## src/inc/pmc_pkg.sv

```systemverilog
package pmc_pkg;

  localparam logic [7:0] PWR_CTRL_ADDR = 8'h87;
  localparam logic [7:0] MEM_CFG_ADDR = 8'haf;
  localparam logic [7:0] SP_LOW_ADDR = 8'h81;
  localparam logic [7:0] SP_HIGH_ADDR = 8'hb7;

  localparam logic [7:0] PWR_CTRL_RESET = 8'h00;
  localparam logic [7:0] MEM_CFG_RESET = 8'h00;
  localparam logic [7:0] SP_LOW_RESET = 8'h07;
  localparam logic [2:0] SP_HIGH_RESET = 3'h0;

  localparam int BAUD_DOUBLE_BIT = 7;
  localparam int SERIAL_WAKE_BIT = 6;
  localparam int EXT0_WAKE_BIT = 5;
  localparam int ALE_SUPPRESS_BIT = 4;
  localparam int USER_FLAG1_BIT = 3;
  localparam int USER_FLAG0_BIT = 2;
  localparam int POWER_DOWN_BIT = 1;
  localparam int EXT_STACK_BIT = 7;
  localparam int ONCHIP_EXT_RAM_EN_BIT = 0;

  localparam logic [7:0] PWR_CTRL_MASK = 8'hfe;
  localparam logic [7:0] MEM_CFG_MASK = 8'h81;

  localparam int SP_HIGH_W = 3;
  localparam int DATA_POINTER_W = 24;
  localparam logic [23:0] ONCHIP_EXT_RAM_TOP = 24'h0007ff;

  typedef struct packed {
    logic wr;
    logic rd;
    logic [7:0] addr;
    logic [7:0] wdata;
  } pmc_sfr_req_t;

  typedef struct packed {
    logic push;
    logic pop;
  } pmc_stack_op_t;

endpackage : pmc_pkg

```

## src/hw/pmc_wake.sv

```systemverilog
`timescale 1ns/1ps
// wake decision; pin already synchronised by the caller
module pmc_wake
(
  input wire logic clk,
  input wire logic rst_n,
  input wire logic serial_irq,
  input wire logic ext_pin_s,
  input wire logic edge_sel,
  input wire logic serial_en,
  input wire logic ext_en,
  output logic wake
);

  logic pin_prev_q;
  logic fall;
  logic ext_hit;

  always_ff @(posedge clk or negedge rst_n)
  begin
    if (!rst_n)
      pin_prev_q <= 1'b1;
    else
      pin_prev_q <= ext_pin_s;
  end

  assign fall = pin_prev_q & ~ext_pin_s;
  assign ext_hit = edge_sel ? fall : ~ext_pin_s;
  assign wake = (serial_en & serial_irq) | (ext_en & ext_hit);

endmodule : pmc_wake

```

## src/hw/pmc_stack.sv

```systemverilog
`timescale 1ns/1ps
module pmc_stack
(
  input wire logic clk,
  input wire logic rst_n,
  input wire logic ext_en,
  input wire pmc_pkg::pmc_stack_op_t op,
  input wire logic ld_low,
  input wire logic ld_high,
  input wire logic [7:0] wdata,
  output logic [7:0] sp_low,
  output logic [pmc_pkg::SP_HIGH_W-1:0] sp_high
);

  logic [10:0] sp_q;
  logic [10:0] sp_d;
  logic [10:0] inc;
  logic [10:0] dec;

  // carry into the high part only in extended mode; otherwise 8-bit wrap
  function automatic logic [10:0] step(input logic [10:0] v, input logic up,
                                       input logic ext);
    logic [10:0] r;
    r = up ? v + 11'h001 : v - 11'h001;
    if (!ext)
      r = {v[10:8], r[7:0]};
    return r;
  endfunction : step

  assign inc = step(sp_q, 1'b1, ext_en);
  assign dec = step(sp_q, 1'b0, ext_en);

  always_comb
  begin
    sp_d = sp_q;
    if (op.push)
      sp_d = inc;
    else if (op.pop)
      sp_d = dec;
    if (ld_low)
      sp_d[7:0] = wdata;
    if (ld_high && ext_en)
      sp_d[10:8] = wdata[2:0];
  end

  always_ff @(posedge clk or negedge rst_n)
  begin
    if (!rst_n)
      sp_q <= {pmc_pkg::SP_HIGH_RESET, pmc_pkg::SP_LOW_RESET};
    else
      sp_q <= sp_d;
  end

  assign sp_low = sp_q[7:0];
  assign sp_high = ext_en ? sp_q[10:8] : 3'h0;

endmodule : pmc_stack

```

## src/hw/pmc_regs.sv

```systemverilog
`timescale 1ns/1ps
//Function
// baud double bit doubles UART rate
// serial wake bit lets SPI/I2C wake
// ext0 wake: level or falling edge
// suppress bit disables address latch output
// two user flags, no hardware effect
// power-down bit enters power-down
// unimplemented bits ignore writes
// config register resets to 00H
// extended stack carries 00FFH to 0100H
// without extension stack wraps FFH to 00H
// ONCHIP_EXT_RAM enable maps low 2 kbytes on-chip
// ONCHIP_EXT_RAM disabled: all accesses go external
// pointer above 0007FFH always external
// stack high holds three extra bits
// stack high locked while extension off
// wake only from enabled sources
module pmc_regs
(
  input wire logic MCLK,
  input wire logic RESET_N,
  input wire logic SFR_WR,
  input wire logic SFR_RD,
  input wire logic [7:0] SFR_ADDR,
  input wire logic [7:0] SFR_WDATA,
  output logic [7:0] SFR_RDATA,
  output logic SFR_HIT,
  input wire logic STACK_PUSH,
  input wire logic STACK_POP,
  input wire logic XMEM_REQ,
  input wire logic [23:0] DATA_POINTER,
  input wire logic SERIAL_IRQ,
  input wire logic EXT_IRQ0_PIN,
  input wire logic EXT_IRQ0_EDGE_SELECT,
  output logic BAUD_DOUBLE,
  output logic ADDR_LATCH_ENABLE_OUT,
  output logic POWER_DOWN,
  output logic ONCHIP_EXT_RAM_SELECT,
  output logic EXT_BUS_SELECT,
  output logic [10:0] STACK_POINTER
);

  pmc_pkg::pmc_sfr_req_t req;
  pmc_pkg::pmc_stack_op_t sop;

  logic [7:0] pwr_q;
  logic [7:0] cfg_q;
  logic pd_q;
  logic pd_d;
  logic pin_meta_q;
  logic pin_sync_q;
  logic wake;
  logic ext_stack;
  logic onchip_ext_ram_en;
  logic wr_pwr;
  logic wr_cfg;
  logic wr_spl;
  logic wr_sph;
  logic [7:0] sp_low;
  logic [2:0] sp_high;
  logic in_onchip_ext_ram;
  logic [7:0] rdata_d;
  logic hit_d;
  logic [7:0] sph_read;

  assign req = '{wr: SFR_WR, rd: SFR_RD, addr: SFR_ADDR, wdata: SFR_WDATA};
  assign sop = '{push: STACK_PUSH, pop: STACK_POP};

  assign wr_pwr = req.wr && req.addr == pmc_pkg::PWR_CTRL_ADDR;
  assign wr_cfg = req.wr && req.addr == pmc_pkg::MEM_CFG_ADDR;
  assign wr_spl = req.wr && req.addr == pmc_pkg::SP_LOW_ADDR;
  assign wr_sph = req.wr && req.addr == pmc_pkg::SP_HIGH_ADDR;

  assign ext_stack = cfg_q[pmc_pkg::EXT_STACK_BIT];
  assign onchip_ext_ram_en = cfg_q[pmc_pkg::ONCHIP_EXT_RAM_EN_BIT];

  // unimplemented positions are never stored, so they read back zero
  always_ff @(posedge MCLK or negedge RESET_N)
  begin
    if (!RESET_N)
    begin
      pwr_q <= pmc_pkg::PWR_CTRL_RESET;
      cfg_q <= pmc_pkg::MEM_CFG_RESET;
    end
    else
    begin
      if (wr_pwr)
        pwr_q <= req.wdata & pmc_pkg::PWR_CTRL_MASK;
      if (wr_cfg)
        cfg_q <= req.wdata & pmc_pkg::MEM_CFG_MASK;
    end
  end

  // pin comes from outside the clock domain
  always_ff @(posedge MCLK or negedge RESET_N)
  begin
    if (!RESET_N)
    begin
      pin_meta_q <= 1'b1;
      pin_sync_q <= 1'b1;
    end
    else
    begin
      pin_meta_q <= EXT_IRQ0_PIN;
      pin_sync_q <= pin_meta_q;
    end
  end

  pmc_wake u_wake
  (
    .clk(MCLK),
    .rst_n(RESET_N),
    .serial_irq(SERIAL_IRQ),
    .ext_pin_s(pin_sync_q),
    .edge_sel(EXT_IRQ0_EDGE_SELECT),
    .serial_en(pwr_q[pmc_pkg::SERIAL_WAKE_BIT]),
    .ext_en(pwr_q[pmc_pkg::EXT0_WAKE_BIT]),
    .wake(wake)
  );

  // a write of 1 enters power-down; wake ends it; wake wins a same-cycle write
  assign pd_d = wake ? 1'b0 :
                (wr_pwr && req.wdata[pmc_pkg::POWER_DOWN_BIT]) ? 1'b1 : pd_q;

  always_ff @(posedge MCLK or negedge RESET_N)
  begin
    if (!RESET_N)
      pd_q <= 1'b0;
    else
      pd_q <= pd_d;
  end

  pmc_stack u_stack
  (
    .clk(MCLK),
    .rst_n(RESET_N),
    .ext_en(ext_stack),
    .op(sop),
    .ld_low(wr_spl),
    .ld_high(wr_sph),
    .wdata(req.wdata),
    .sp_low(sp_low),
    .sp_high(sp_high)
  );

  assign in_onchip_ext_ram = onchip_ext_ram_en && DATA_POINTER <= pmc_pkg::ONCHIP_EXT_RAM_TOP;

  assign sph_read = ext_stack ? {5'h00, sp_high} : 8'h00;

  always_comb
  begin
    rdata_d = 8'h00;
    hit_d = 1'b1;
    unique case (req.addr)
      pmc_pkg::PWR_CTRL_ADDR: rdata_d = {pwr_q[7:2], pd_q, 1'b0};
      pmc_pkg::MEM_CFG_ADDR: rdata_d = cfg_q;
      pmc_pkg::SP_LOW_ADDR: rdata_d = sp_low;
      pmc_pkg::SP_HIGH_ADDR: rdata_d = sph_read;
      default: hit_d = 1'b0;
    endcase
  end

  always_ff @(posedge MCLK or negedge RESET_N)
  begin
    if (!RESET_N)
    begin
      SFR_RDATA <= 8'h00;
      SFR_HIT <= 1'b0;
      BAUD_DOUBLE <= 1'b0;
      ADDR_LATCH_ENABLE_OUT <= 1'b0;
      POWER_DOWN <= 1'b0;
      ONCHIP_EXT_RAM_SELECT <= 1'b0;
      EXT_BUS_SELECT <= 1'b0;
      STACK_POINTER <= {pmc_pkg::SP_HIGH_RESET, pmc_pkg::SP_LOW_RESET};
    end
    else
    begin
      SFR_RDATA <= req.rd ? rdata_d : 8'h00;
      SFR_HIT <= req.rd & hit_d;
      BAUD_DOUBLE <= pwr_q[pmc_pkg::BAUD_DOUBLE_BIT];
      ADDR_LATCH_ENABLE_OUT <= ~pwr_q[pmc_pkg::ALE_SUPPRESS_BIT];
      POWER_DOWN <= pd_d;
      ONCHIP_EXT_RAM_SELECT <= XMEM_REQ & in_onchip_ext_ram;
      EXT_BUS_SELECT <= XMEM_REQ & ~in_onchip_ext_ram;
      STACK_POINTER <= {sp_high, sp_low};
    end
  end

endmodule : pmc_regs

```

## config.mk

```make
export PLATFORM = sky130hd
export DESIGN_NAME = pmc_regs
export DESIGN_NICKNAME = d
export VERILOG_FILES = /design/src/inc/pmc_pkg.sv /design/src/hw/pmc_wake.sv /design/src/hw/pmc_stack.sv /design/src/hw/pmc_regs.sv
export SDC_FILE = /design/constraint.sdc
export NUM_CORES = 1
export LEC_CHECK = 0
export CAP_MARGIN = 0
export CORE_AREA = 10 10 66 95
export CTS_CLUSTER_DIAMETER = 120
export DETAILED_ROUTE_END_ITERATION = 7
export DIE_AREA = 0 0 76 105
export DONT_BUFFER_PORTS = 1
export PLACE_DENSITY_LB_ADDON = 0.08
export SLEW_MARGIN = 20
export SYNTH_ARGS = -nofsm -noshare
export SYNTH_HDL_FRONTEND = slang
export SYNTH_HIERARCHICAL = 1
export SYNTH_SLANG_ARGS = --single-unit
```

## constraint.sdc

```tcl
create_clock -name MCLK -period 2.68 [get_ports MCLK]
set_input_delay 0.134 -clock MCLK [delete_from_list [all_inputs] [get_ports MCLK]]
set_output_delay 0.134 -clock MCLK [all_outputs]
set_load 0.01 [all_outputs]
```

# After elaboration in Yosys (flattened, before gate mapping)
# Cells that the tools add are included.
# totals
ff_bits	48
input_bits	50
out_inout_bits	25
word_cells	59
# classes
n_addsub	2
n_lt_le_gt_ge	1
eq_ne	4
n_mux	14
bitwise_logic	10
n_reduce_logical	13
# op_table
cell	n
two-way mux 11 bit	4
== test 8 bit (second input constant)	4
one-hot mux 8 bit (4 select lines)	1
less-or-equal comparator 24 x 11 -> 1 bit (second input constant)	1
two-way mux 8 bit	2
adder 11 x 1 -> 11 bit (second input constant)	1
subtractor 11 x 1 -> 11 bit (second input constant)	1
two-way mux 3 bit	3
logical AND 1 bit	7
bitwise AND 1 bit	6
nonzero test 3 bit	2
two-way mux 1 bit	4
nonzero test 2 bit	2
OR reduction 4 bit	1
inverter 1 bit	3
AND reduction 2 bit	1
bitwise OR 1 bit	1

# Depth between registers and ports, before layout
# Gate-level depths: netlist of the first run.
# logic_depth
depth_word	6
depth_mapped	8

# Hierarchy
# Netlist of the first run, hierarchy kept.
# by_module_without_submodules
mod	n_inst	cells_each	area_each_um2
pmc_regs	1	95	1328.8
pmc_stack	1	119	1031.0
pmc_wake	1	4	46.3

# Least setup slack after synthesis of the first run
# OpenSTA, ideal clock, no wires.
# synth_timing
path_kind	register to register
startpoint	register u_stack.sp_q[1]
endpoint	register u_stack.sp_q[5]
setup_time_ps	125
arrival_time_ps	1781
required_ps	2555
slack_ps	774
path_stages_with_launch	8
cell_sequence	dfstp_2 ha_1 a21oi_1 nor2b_1 a311o_1 xnor2_1 o21ai_1 mux2_2
# synth_between
elab_chain_len	5
# synth_lines
item	line	rtl
start: declaration	pmc_stack.sv:15	logic [10:0] sp_q;
start signal: assignment	pmc_stack.sv:49	sp_q <= {pmc_pkg::SP_HIGH_RESET, pmc_pkg::SP_LOW_RESET};
start signal: assignment	pmc_stack.sv:51	sp_q <= sp_d;
subtractor 11 x 1 -> 11 bit	--	
two-way mux 11 bit	pmc_stack.sv:25	if (!ext)
two-way mux 11 bit	pmc_stack.sv:38	else if (op.pop)
two-way mux 11 bit *	pmc_stack.sv:36	if (op.push)
two-way mux 8 bit *	pmc_stack.sv:40	if (ld_low)
# Mark *: on every way between the ends. The rest lies on a longest branch, timed or not. The select of a mux whose other input is x is not followed.
# A chain may end at the register's enable or synchronous reset.

# Final worst setup path of the first run
# layout_timing
startpoint	register u_stack.sp_q[0]
endpoint	register u_stack.sp_q[4]
# Same word-level chain as after synthesis.

==> qor.yml, run 1 <==
fmax_mhz: 466
htree_num_levels: 2
synth-main-ff-cell: "dfrtp_1"
grt_usage: 0.148
synth_top_area_frac: 0.395
top_layer_used: "met4"
crit_required_ns: 2.87
firstDrtPassIters: 4
drive_gt1_frac: 0.162
drt-met1-wl_mm: 2.16
finish.net_count: 288
setup_tns_ns: 0
final_area_um2: 2680
clkSinkCount: 47
synth-simple-area-share: 0.174
gp_congestion: 0.767
powerDensity_nw_per_um2: 902
power_switching_mw: 0.846
syn2layout_area_growth_pct: 11.4
worstSetupStartpoint: "u_stack/sp_q[0]"
die_w_um: 76
grt_first_pass_wirelength_mm: 9.71
met2_length_mm: 3.22
worst-r2r-setup-slack_ns: 0.53
die_h_um: 105
synth_nets: 278
antenna_found_initial: 0
period_minus_slack_ns: 2.15
crit_fanout: 4
fin_skew_ns: 0.00563
cp.arrival_ns: 2.33
ys_seq_elements: 47
synth_warnings: 6
tritoncts: "done"
cts-root-buf: "clkbuf_8"
synth_xor_area_frac: 0.0364
whs_ns: 0.0210
clk_path_buf_depth: 2
grt_pass1_vias: 1803
rsz0062_at_grt: "false"
power.total_mw: 2.42
hp-class: "in2reg"
cp-endpoint: "u_stack/sp_q[4]"
synth_top_family_by_area: "simple AND/OR/NAND/NOR gates"
yosysSeqAreaShare: 0.493
hold_violations: 0
switching_share: 0.350
rows: 30
synthesis.area_um2: 2410
synthTopCellsByCount: "dfrtp_1, nor2_1, nand2_1"
dpl.hpwl_mm: 4.51
grt_max_degree: 48
grt-ovfl-total: 0
worstReg2RegStart: "u_stack/sp_q[0]"
synth_cell_types: 48
clkTransAtPathRegs_ns: 0.09
p_comb_frac: 0.335
status: "finished clean"
worstRegToRegCells: 8
post-synth-top-area-cell: "dfrtp_1"
drt-total-wl_mm: 5.85
irDropWorstVdd_v: 0.000411
end_kind: "flop"
power.internal_mw: 1.57
p_leak_nw: 1.15
power_frac_seq: 0.451
ys_async_sr_fraction: 1.00
rr_endpoint: "u_stack/sp_q[4]"
finalCritPeriodShare: 0.801
worstSetupPathType: "reg2reg"
synthCells: 218
critPathLaunchType: "flop"
dr_wl_met3_um: 378
synth.most_common_cell: "dfrtp_1"
vias: 1716
fillCellCount: 385
port_buffers: 0
via_per_inst: 5.86
maxCapViolCount: 0
ant_nets: 0
drc_errors: 0
dieArea_um2: 7980
relSlewSlack: 0.512
setup_viol: 0
dpl_cell_area_um2: 2420
synth-adder-area-share: 0.0551
cts_resized: 0
numCtsBuffers: 5
synth.avg_cell_area_um2: 11.0
diodes: 0
synth_edf_count: 0
synthTopCellsByArea: "dfrtp_1, dfstp_2, mux2_2"
yosys-mux-area-fraction: 0.0692
io_pins: 75
initial_utilization: 0.530
finalMaxSlewViolations: 0
tightest_slew_ns: 0.729
wl_per_cell_um: 20.0
clk_latency_ns: 0.30
synth-compound-area-share: 0.129
p_clk_frac: 0.214
coreArea_um2: 4540
drt_iter0_drc: 70
[sequential cells by signal, summed over array words and instances (netlist names)]
register and flops:
STACK_POINTER 11, ONCHIP_EXT_RAM_SELECT 1, u_wake/pin_prev_q 1, BAUD_DOUBLE 1
POWER_DOWN 1, SFR_RDATA 8, pwr_q 6, cfg_q 2
EXT_BUS_SELECT 1, u_stack/sp_q 11, ADDR_LATCH_ENABLE_OUT 1, pin_meta_q 1
pin_sync_q 1, SFR_HIT 1
[through the flow]
step	instances	setup slack, ns	util
floorplan	218	0.774	-
global placement	272	0.603	0.533
detailed placement	272	0.553	0.533
CTS	293	0.539	0.590
global route	293	0.400	0.590
finish	293	0.533	0.590
[routing by layer]
layer  up-vias  global-route usage
met5         -                   0
met4         0              0.0584
met3         5              0.0403
met2        55               0.271
met1       849               0.154
li1        807                   -
[worst max-delay path: stages (launching register included)]
cell,delay [ns]
dfstp_2,0.59
inv_1,0.09
fa_1,0.46
inv_1,0.08
a21o_1,0.11
a21oi_1,0.15
xor2_1,0.19
o21ai_0,0.09
mux2_2,0.29
[cells in the final DEF (no fill, tap or decap), types with 2 or more instances in the layout]
| cell | n |
|---|---|
| a21o_1 | 2 |
| a21oi_1 | 9 |
| a22o_1 | 3 |
| a22oi_1 | 5 |
| a32o_1 | 2 |
| a32oi_1 | 5 |
| and2_1 | 7 |
| and3_1 | 2 |
| clkbuf_8 | 5 |
| dfrtp_1 | 38 |
| dfstp_2 | 9 |
| dlygate4sd3_1 | 12 |
| ha_1 | 9 |
| inv_1 | 8 |
| mux2_2 | 13 |
| mux2i_1 | 2 |
| nand2_1 | 14 |
| nand2b_1 | 3 |
| nand3_1 | 2 |
| nor2_1 | 20 |
| nor2b_1 | 2 |
| nor3_1 | 6 |
| nor4_1 | 5 |
| o21ai_0 | 7 |
| o21ai_1 | 3 |
| o31ai_1 | 2 |
| xnor2_1 | 4 |
| xor2_1 | 6 |
[power by group through the flow]
| stage | logic, mW | clock network, mW | registers (mW) |
|---|---|---|---|
| CTS | 0.807 | 0.524 | 1.09 |
| detailed placement | 0.768 | 0 | 1.11 |
| global placement | 0.730 | 0 | 1.10 |
| global route | 0.896 | 0.571 | 1.11 |
| floorplan | 0.723 | 0 | 1.03 |
| finish | 0.811 | 0.517 | 1.09 |
[worst min-delay path by stage]
stage	from	endpoint	slack, ns	depth (start not counted)
finish	SFR_WDATA[1]	u_stack/sp_q[9]	0.02	2
floorplan	RESET_N	ADDR_LATCH_ENABLE_OUT	-0.16	0
global placement	RESET_N	ADDR_LATCH_ENABLE_OUT	-0.16	0
CTS	SFR_WDATA[1]	u_stack/sp_q[9]	0.02	2
detailed placement	RESET_N	ADDR_LATCH_ENABLE_OUT	-0.16	0
global route	SFR_WDATA[0]	u_stack/sp_q[8]	0.06	2
[repair_timing]
item | 4_1_cts | 5_1_grt
hold buffers | 13 | 0
hold endpoints to repair | 64 | 0
buffers inserted | 0 | 0
[kinds of logic (layout without fill, tap and decap cells)]
logic type,after synthesis,in the layout
xor+xnor,10,10
fa+ha+maj,10,10
simple gates,72,72
flops,47,47
compound gates,45,45
buf+inv,19,30
mux,15,15
[cell type report]
cell class / count / area [um2] / share of cell area
sequential: 47 / 1190 / 0.443
multi-input combinational: 152 / 1120 / 0.416
timing repair buffer: 14 / 155 / 0.0579
clock buffer: 5 / 68.8 / 0.0257
inverter: 8 / 30.0 / 0.0112
clock inverter: 3 / 43.8 / 0.0163
tap: 64 / 80.1 / 0.0299
No activity file was read; power rests on OpenSTA's default activity.
==> inputs of run 2 (changes only) <==
==> constraint.sdc (replaced) <==
create_clock -name MCLK -period 1.8 [get_ports MCLK]
set_input_delay 0.09 -clock MCLK [delete_from_list [all_inputs] [get_ports MCLK]]
set_output_delay 0.09 -clock MCLK [all_outputs]
set_load 0.01 [all_outputs]
==> run 2 against run 1 <==
Via count increased by 6.9%. Critical path depth decreased by 1. Maximum frequency increased by 12%. Global-route usage increased by 1.2 points. Critical path type unchanged. Sequential power increased by 44%. Cell count increased by 10%. First-iteration DRC count increased by 96%. Design area increased by 12%. The flow now finishes with violations (negative setup slack). Critical endpoint is now u_stack/sp_q[5].
==> qor.yml, run 2 (synthesis results as in run 1) <==
worst-r2r-setup-slack_ns: -0.11  # -0.65 ns
clkTransAtPathRegs_ns: 0.08  # about the same
clk_latency_ns: 0.30  # about the same
layout_common_cells: "dfrtp_1, buf_4, nor2_1, nand2_1, dlygate4sd3_1"
firstDrtPassIters: 4  # unchanged
drive_gt1_frac: 0.305  # +0.143
clkSinkCount: 47  # unchanged
final_common_cell: "dfrtp_1"
p_leak_nw: 1.32  # +15%
diodes: 0  # unchanged
reg.largest.list: "STACK_POINTER: 11 flops, u_stack/sp_q: 11 flops, SFR_RDATA: 8 flops"
drc_errors: 0  # unchanged
die_h_um: 105  # unchanged
critPathLaunchType: "flop"
rows: 30  # unchanged
fillCellCount: 374  # -2.9%
setup_viol: 7  # +7
numCtsBuffers: 5  # unchanged
wl_per_cell_um: 19.8  # -0.78%
drt-total-wl_mm: 6.40  # +9.4%
switching_share: 0.337  # -0.0132
maxCapViolCount: 0  # unchanged
die_w_um: 76  # unchanged
p_comb_frac: 0.436  # +0.101
cts-root-buf: "clkbuf_8"
worstSetupPathType: "reg2reg"
finish.net_count: 318  # +10%
io_pins: 75  # unchanged
antenna_found_initial: 0  # unchanged
power.internal_mw: 2.77  # +76%
coreArea_um2: 4540  # unchanged
dieArea_um2: 7980  # unchanged
fmax_mhz: 522  # +12%
tritoncts: "done"
grt_max_degree: 48  # unchanged
power_frac_seq: 0.375  # -0.076
hp-class: "in2reg"
tightest_slew_ns: 0.550  # -0.179 ns
rr_endpoint: "u_stack/sp_q[5]"
port_buffers: 0  # unchanged
final_util: 0.664  # +0.0736
via_per_inst: 5.68  # -3.0%
grt_first_pass_wirelength_mm: 10.4  # +6.7%
gp_congestion: 0.833  # +8.6%
worstReg2RegStart: "u_stack/sp_q[1]"
relSlewSlack: 0.630  # +0.117
cp.arrival_ns: 2.10  # -0.23 ns
grt_usage: 0.160  # +0.0119
min_from: "SERIAL_IRQ"
drt_iter0_drc: 137  # +96%
hold_violations: 0  # unchanged
setup_tns_ns: -0.462  # -0.462 ns
syn2layout_area_growth_pct: 25.3
finalCritPeriodShare: 1.06  # +0.263
grt-ovfl-total: 0  # unchanged
vias: 1835  # +6.9%
hold_path_end: "POWER_DOWN"
crit_required_ns: 1.99  # -0.88 ns
clk_path_buf_depth: 2  # unchanged
ant_nets: 0  # unchanged
worstRegToRegCells: 7  # -1
grt_pass1_vias: 2010  # +11%
htree_num_levels: 2  # unchanged
worstHoldPathCells: 2  # unchanged
end_kind: "flop"
finalWorstSetupSlack_ns: -0.115  # -0.648 ns
violations: "negative setup slack"
finalMaxSlewViolations: 0  # unchanged
p_clk_frac: 0.188  # -0.026
status: "finished, violations left"
rsz0062_at_grt: "true"
fin_skew_ns: 0.00413  # -0.00150 ns
crit_fanout: 3  # -1
dpl.hpwl_mm: 5.09  # +13%
period_minus_slack_ns: 1.91  # -0.232 ns
power_switching_mw: 1.41  # +66%
irDropWorstVdd_v: 0.000718  # +75%
powerDensity_nw_per_um2: 1390  # +54%
initial_utilization: 0.530  # unchanged
run 2: cell count changes in the layout (fill, tap and decap cells not counted), sizes merged:
cell         before  now
dlygate4sd3      12   13
buf               2   31
clkinv            2    1
clkbuf            5    6
run 2: worst max-delay path by stage:
stage / from / endpoint / slack (ns)
6_report: u_stack/sp_q[1] / u_stack/sp_q[5] / -0.11
3_3_place_gp: u_stack/sp_q[1] / u_stack/sp_q[6] / -0.11
3_5_place_dp: u_stack/sp_q[1] / u_stack/sp_q[8] / -0.17
5_1_grt: u_stack/sp_q[1] / u_stack/sp_q[5] / -0.20
4_1_cts: u_stack/sp_q[1] / u_stack/sp_q[5] / -0.12
2_1_floorplan: u_stack/sp_q[4] / u_stack/sp_q[5] / -0.003
run 2: power by group through the flow:
stage | sequential (mW) | combinational (mW) | clock [mW]
2_1_floorplan | 1.55 | 1.15 | 0
3_3_place_gp | 1.59 | 1.58 | 0
3_5_place_dp | 1.60 | 1.63 | 0
4_1_cts | 1.58 | 1.77 | 0.800
5_1_grt | 1.60 | 2.01 | 0.849
6_report | 1.57 | 1.82 | 0.787
run 2: critical path, cell delays in order (launching register included):
cell,delay (ns)
dfstp_2,0.58
ha_4,0.20
a21oi_2,0.11
nor2b_1,0.07
a311o_1,0.35
xnor2_2,0.17
o21ai_1,0.07
mux2_4,0.26
run 2: cell type report:
class	count	area (um2)	share of cell area
Tap cell	64	80.1	0.0266
Clock inverter	2	35.0	0.0116
Multi-Input combinational cell	152	1200	0.400
Sequential cell	47	1190	0.394
Clock buffer	6	82.6	0.0274
Inverter	8	30.0	0.00996
Timing Repair Buffer	44	395	0.131
run 2: stage by stage:
stage,hold slack (ns),power (mW),worst slack (ns),std cells,area [um2]
after floorplan,-0.206,2.70,-0.00331,218,2460
after global placement,-0.204,3.17,-0.109,300,2700
after detailed placement,-0.204,3.23,-0.167,300,2700
after CTS,0.00625,4.15,-0.119,323,3000
after global routing,0.0102,4.46,-0.202,323,3020
final,0.00297,4.18,-0.115,323,3020
run 2: repair_timing:
item | 4_1_cts | 5_1_grt
hold buffers | 14 | 0
hold endpoints to repair | 66 | 0
pin swaps | 10 | 3
gates resized for setup | 4 | 6
buffers inserted | 1 | 0
endpoints found under the setup margin | 7 | 7
run 2: routing by layer:
metal | vias to the layer above | routed length [um] | GRT usage
li1 | 865 | - | -
met5 | - | 0 | 0
met1 | 902 | 2280 | 0.158
met4 | 0 | 182 | 0.0734
met2 | 56 | 3560 | 0.302
met3 | 12 | 382 | 0.0395
==> inputs of run 3 (changes only) <==
--- a/config.mk
+++ b/config.mk
@@ -5,11 +5,12 @@
 export SDC_FILE = /design/constraint.sdc
 export NUM_CORES = 1
 export LEC_CHECK = 0
+export ABC_AREA = 1
 export CAP_MARGIN = 0
-export CORE_AREA = 10 10 66 95
+export CORE_AREA = 10 10 69 99
 export CTS_CLUSTER_DIAMETER = 120
 export DETAILED_ROUTE_END_ITERATION = 7
-export DIE_AREA = 0 0 76 105
+export DIE_AREA = 0 0 79 109
 export DONT_BUFFER_PORTS = 1
 export PLACE_DENSITY_LB_ADDON = 0.08
 export SLEW_MARGIN = 20
==> run 3 against run 2 <==
Critical endpoint is now u_stack/sp_q[8]. Largest cell class unchanged. Worst setup slack better by 0.25 ns. Critical path type unchanged. The flow now finishes without violations. Design area is 0.46% higher. Power is 19% lower. Global-route usage is 0.49 points lower.
==> qor.yml, run 3 <==
diodes: 0  # unchanged
place_ws_ns: 0.0570  # +0.224 ns
maxCapViolCount: 0  # unchanged
synthTopCellsByArea: "dfrtp_1, nand2_1, dfstp_2"
finalWorstSetupSlack_ns: 0.131  # +0.246 ns
end_kind: "flop"
synth.most_common_cell: "nand2_1"
synth.avg_cell_area_um2: 7.85  # -29%
wl_per_cell_um: 14.4  # -27%
worstSetupPathType: "reg2reg"
hp-class: "in2reg"
die_h_um: 109  # +3.8%
gp_congestion: 0.914  # +9.7%
whs_ns: 0.000817  # -0.00216 ns
hold_violations: 0  # unchanged
drt-total-wl_mm: 6.23  # -2.6%
clk_path_buf_depth: 2  # unchanged
synth-compound-area-share: 0.0821  # -0.0474
power.total_mw: 3.38  # -19%
fmax_mhz: 599  # +15%
reg.largest.list: "STACK_POINTER: 11 flops, u_stack/sp_q: 11 flops, SFR_RDATA: 8 flops"
dieArea_um2: 8610  # +7.9%
period_minus_slack_ns: 1.67  # -0.246 ns
grt_first_pass_wirelength_mm: 10.6  # +2.3%
irDropWorstVdd_v: 0.000577  # -20%
vias: 2147  # +17%
synthesis.area_um2: 2700  # +12%
antenna_found_initial: 0  # unchanged
dpl.hpwl_mm: 4.97  # -2.3%
rows: 32  # +6.7%
setup_viol: 0  # -7
crit_fanout: 3  # unchanged
p_leak_nw: 1.64  # +24%
grt_pass1_vias: 2250  # +12%
firstDrtPassIters: 4  # unchanged
syn2layout_area_growth_pct: 12.2
drive_gt1_frac: 0.146  # -0.159
finish.net_count: 423  # +33%
grt.busiest_layer: "met2"
dp_cells: 408  # +36%
synthTopCellsByCount: "nand2_1, inv_1, dfrtp_1"
grt_use_met2: 0.287  # -0.0144
coreArea_um2: 5120  # +13%
final_common_cell: "nand2_1"
port_buffers: 0  # unchanged
rsz0062_at_grt: "false"
powerDensity_nw_per_um2: 1120  # -19%
die_w_um: 79  # +3.9%
multi_input_area_um2: 1250  # +3.5%
synth_nets: 404  # +45%
clkTransAtPathRegs_ns: 0.09  # about the same
io_pins: 75  # unchanged
crit_required_ns: 2.00  # about the same
htree_num_levels: 2  # unchanged
critPathLaunchType: "flop"
grt_use_met3: 0.0395  # +0.0000876
ys_async_sr_fraction: 1.00  # unchanged
synth_xor_area_frac: 0.0130  # -0.0234
drc_errors: 0  # unchanged
grt_usage: 0.155  # -0.00495
fin_cells: 432  # +34%
tightest_slew_ns: 0.361  # -0.189 ns
synth-main-ff-cell: "dfrtp_1"
synth_top_family_by_area: "simple AND/OR/NAND/NOR gates"
yosys-mux-area-fraction: 0  # -0.0692
grt-ovfl-total: 0  # unchanged
setup_tns_ns: 0  # +0.462 ns
use_met1: 0.160  # +0.00198
synth_warnings: 6  # unchanged
tritoncts: "done"
ant_nets: 0  # unchanged
via_per_inst: 4.97  # -13%
cts_setup_buffers: 0  # -1
numCtsBuffers: 5  # unchanged
clk_latency_ns: 0.30  # about the same
cp.arrival_ns: 1.87  # -0.23 ns
relSlewSlack: 0.758  # +0.128
fin_skew_ns: 0.0111  # +0.00700 ns
synth_top_area_frac: 0.352  # -0.0429
finalCritPeriodShare: 0.927  # -0.137
post-synth-top-area-cell: "dfrtp_1"
grt_max_degree: 48  # unchanged
status: "finished clean"
synth_edf_count: 0  # unchanged
synthCells: 344  # +58%
initial_utilization: 0.527  # -0.00314
yosysSeqAreaShare: 0.440  # -0.0535
finalMaxSlewViolations: 0  # unchanged
synth-simple-area-share: 0.314  # +0.141
layout_common_cells: "nand2_1, inv_1, dfrtp_1, nor2_1, nand3_1"
synth-adder-area-share: 0.0491  # -0.00598
regArea_um2: 1190  # unchanged
cts-root-buf: "clkbuf_8"
synth_cell_types: 34  # -29%
fillCellCount: 510  # +36%
drt_iter0_drc: 76  # -45%
clkSinkCount: 47  # unchanged
ys_seq_elements: 47  # unchanged
run 3: cell count changes after synthesis, moves of 6 or more:
| cell | delta |
|---|---|
| and2_1 | -6 |
| inv_1 | +40 |
| inv_2 | +7 |
| mux2_2 | -13 |
| nand2_1 | +85 |
| nand2_2 | +9 |
| nand3_1 | +25 |
| nor2_1 | +10 |
run 3: final cells by class:
| class | count | share of cell area |
|---|---|---|
| well taps | 68 | 0.0281 |
| repair buffers | 20 | 0.0686 |
| clock inverters | 3 | 0.00620 |
| flip-flops and latches | 47 | 0.392 |
| multi-input cells | 232 | 0.412 |
| inverters | 57 | 0.0706 |
| clock buffers | 5 | 0.0227 |
run 3: final timing paths:
check	start	to	slack, ns	depth (start not counted)
min reg2reg	pin_meta_q	pin_sync_q	0.37	0
min	SFR_RD	SFR_RDATA[6]	0.0008	2
min in group asynchronous	RESET_N	POWER_DOWN	0.30	2
max in group asynchronous	RESET_N	STACK_POINTER[0]	1.23	2
max	u_stack/sp_q[0]	u_stack/sp_q[8]	0.13	8
max reg2reg	u_stack/sp_q[0]	u_stack/sp_q[8]	0.13	8
run 3: routing by layer:
metal  share of wire  wire (um)
met1            0.37       2310
met2            0.55       3450
met3           0.055        343
met4           0.021        129
met5               0          0
run 3: what timing repair did:
| item | 4_1_cts | 5_1_grt |
|---|---|---|
| hold buffers | 16 | 0 |
| endpoints found under the hold margin | 67 | 0 |
| resized for setup | 0 | 2 |
| endpoints found under the setup margin | 0 | 2 |
run 3: power by group:
group	internal, mW	switching, mW	total (mW)
registers	1.31	0.219	1.53
clock network	0.274	0.356	0.629
logic	0.495	0.731	1.23
total	2.07	1.31	3.38
run 3: worst max-delay path, cell delays in order (launching register included):
cell and delay (ns):
dfstp_2 0.54, inv_1 0.07, fa_2 0.44, o21bai_4 0.20, nand2_1 0.10, nand2_1 0.07, nand2_1 0.04, nand3_1 0.06
nand2_1 0.05
run 3: through the flow:
step / instance area (um2) / util
after floorplan: 2700 / -
after global placement: 2750 / 0.537
after detailed placement: 2750 / 0.537
after CTS: 3020 / 0.589
after global routing: 3030 / 0.591
final: 3030 / 0.591
run 3: cell families after synthesis:
| logic type | Yosys count |
|---|---|
| flip-flops | 47 |
| XOR/XNOR | 4 |
| AO/OA/AOI/OAI | 34 |
| AND/OR/NAND/NOR | 184 |
| adder cells (fa/ha/maj) | 10 |
| buffers and inverters | 65 |
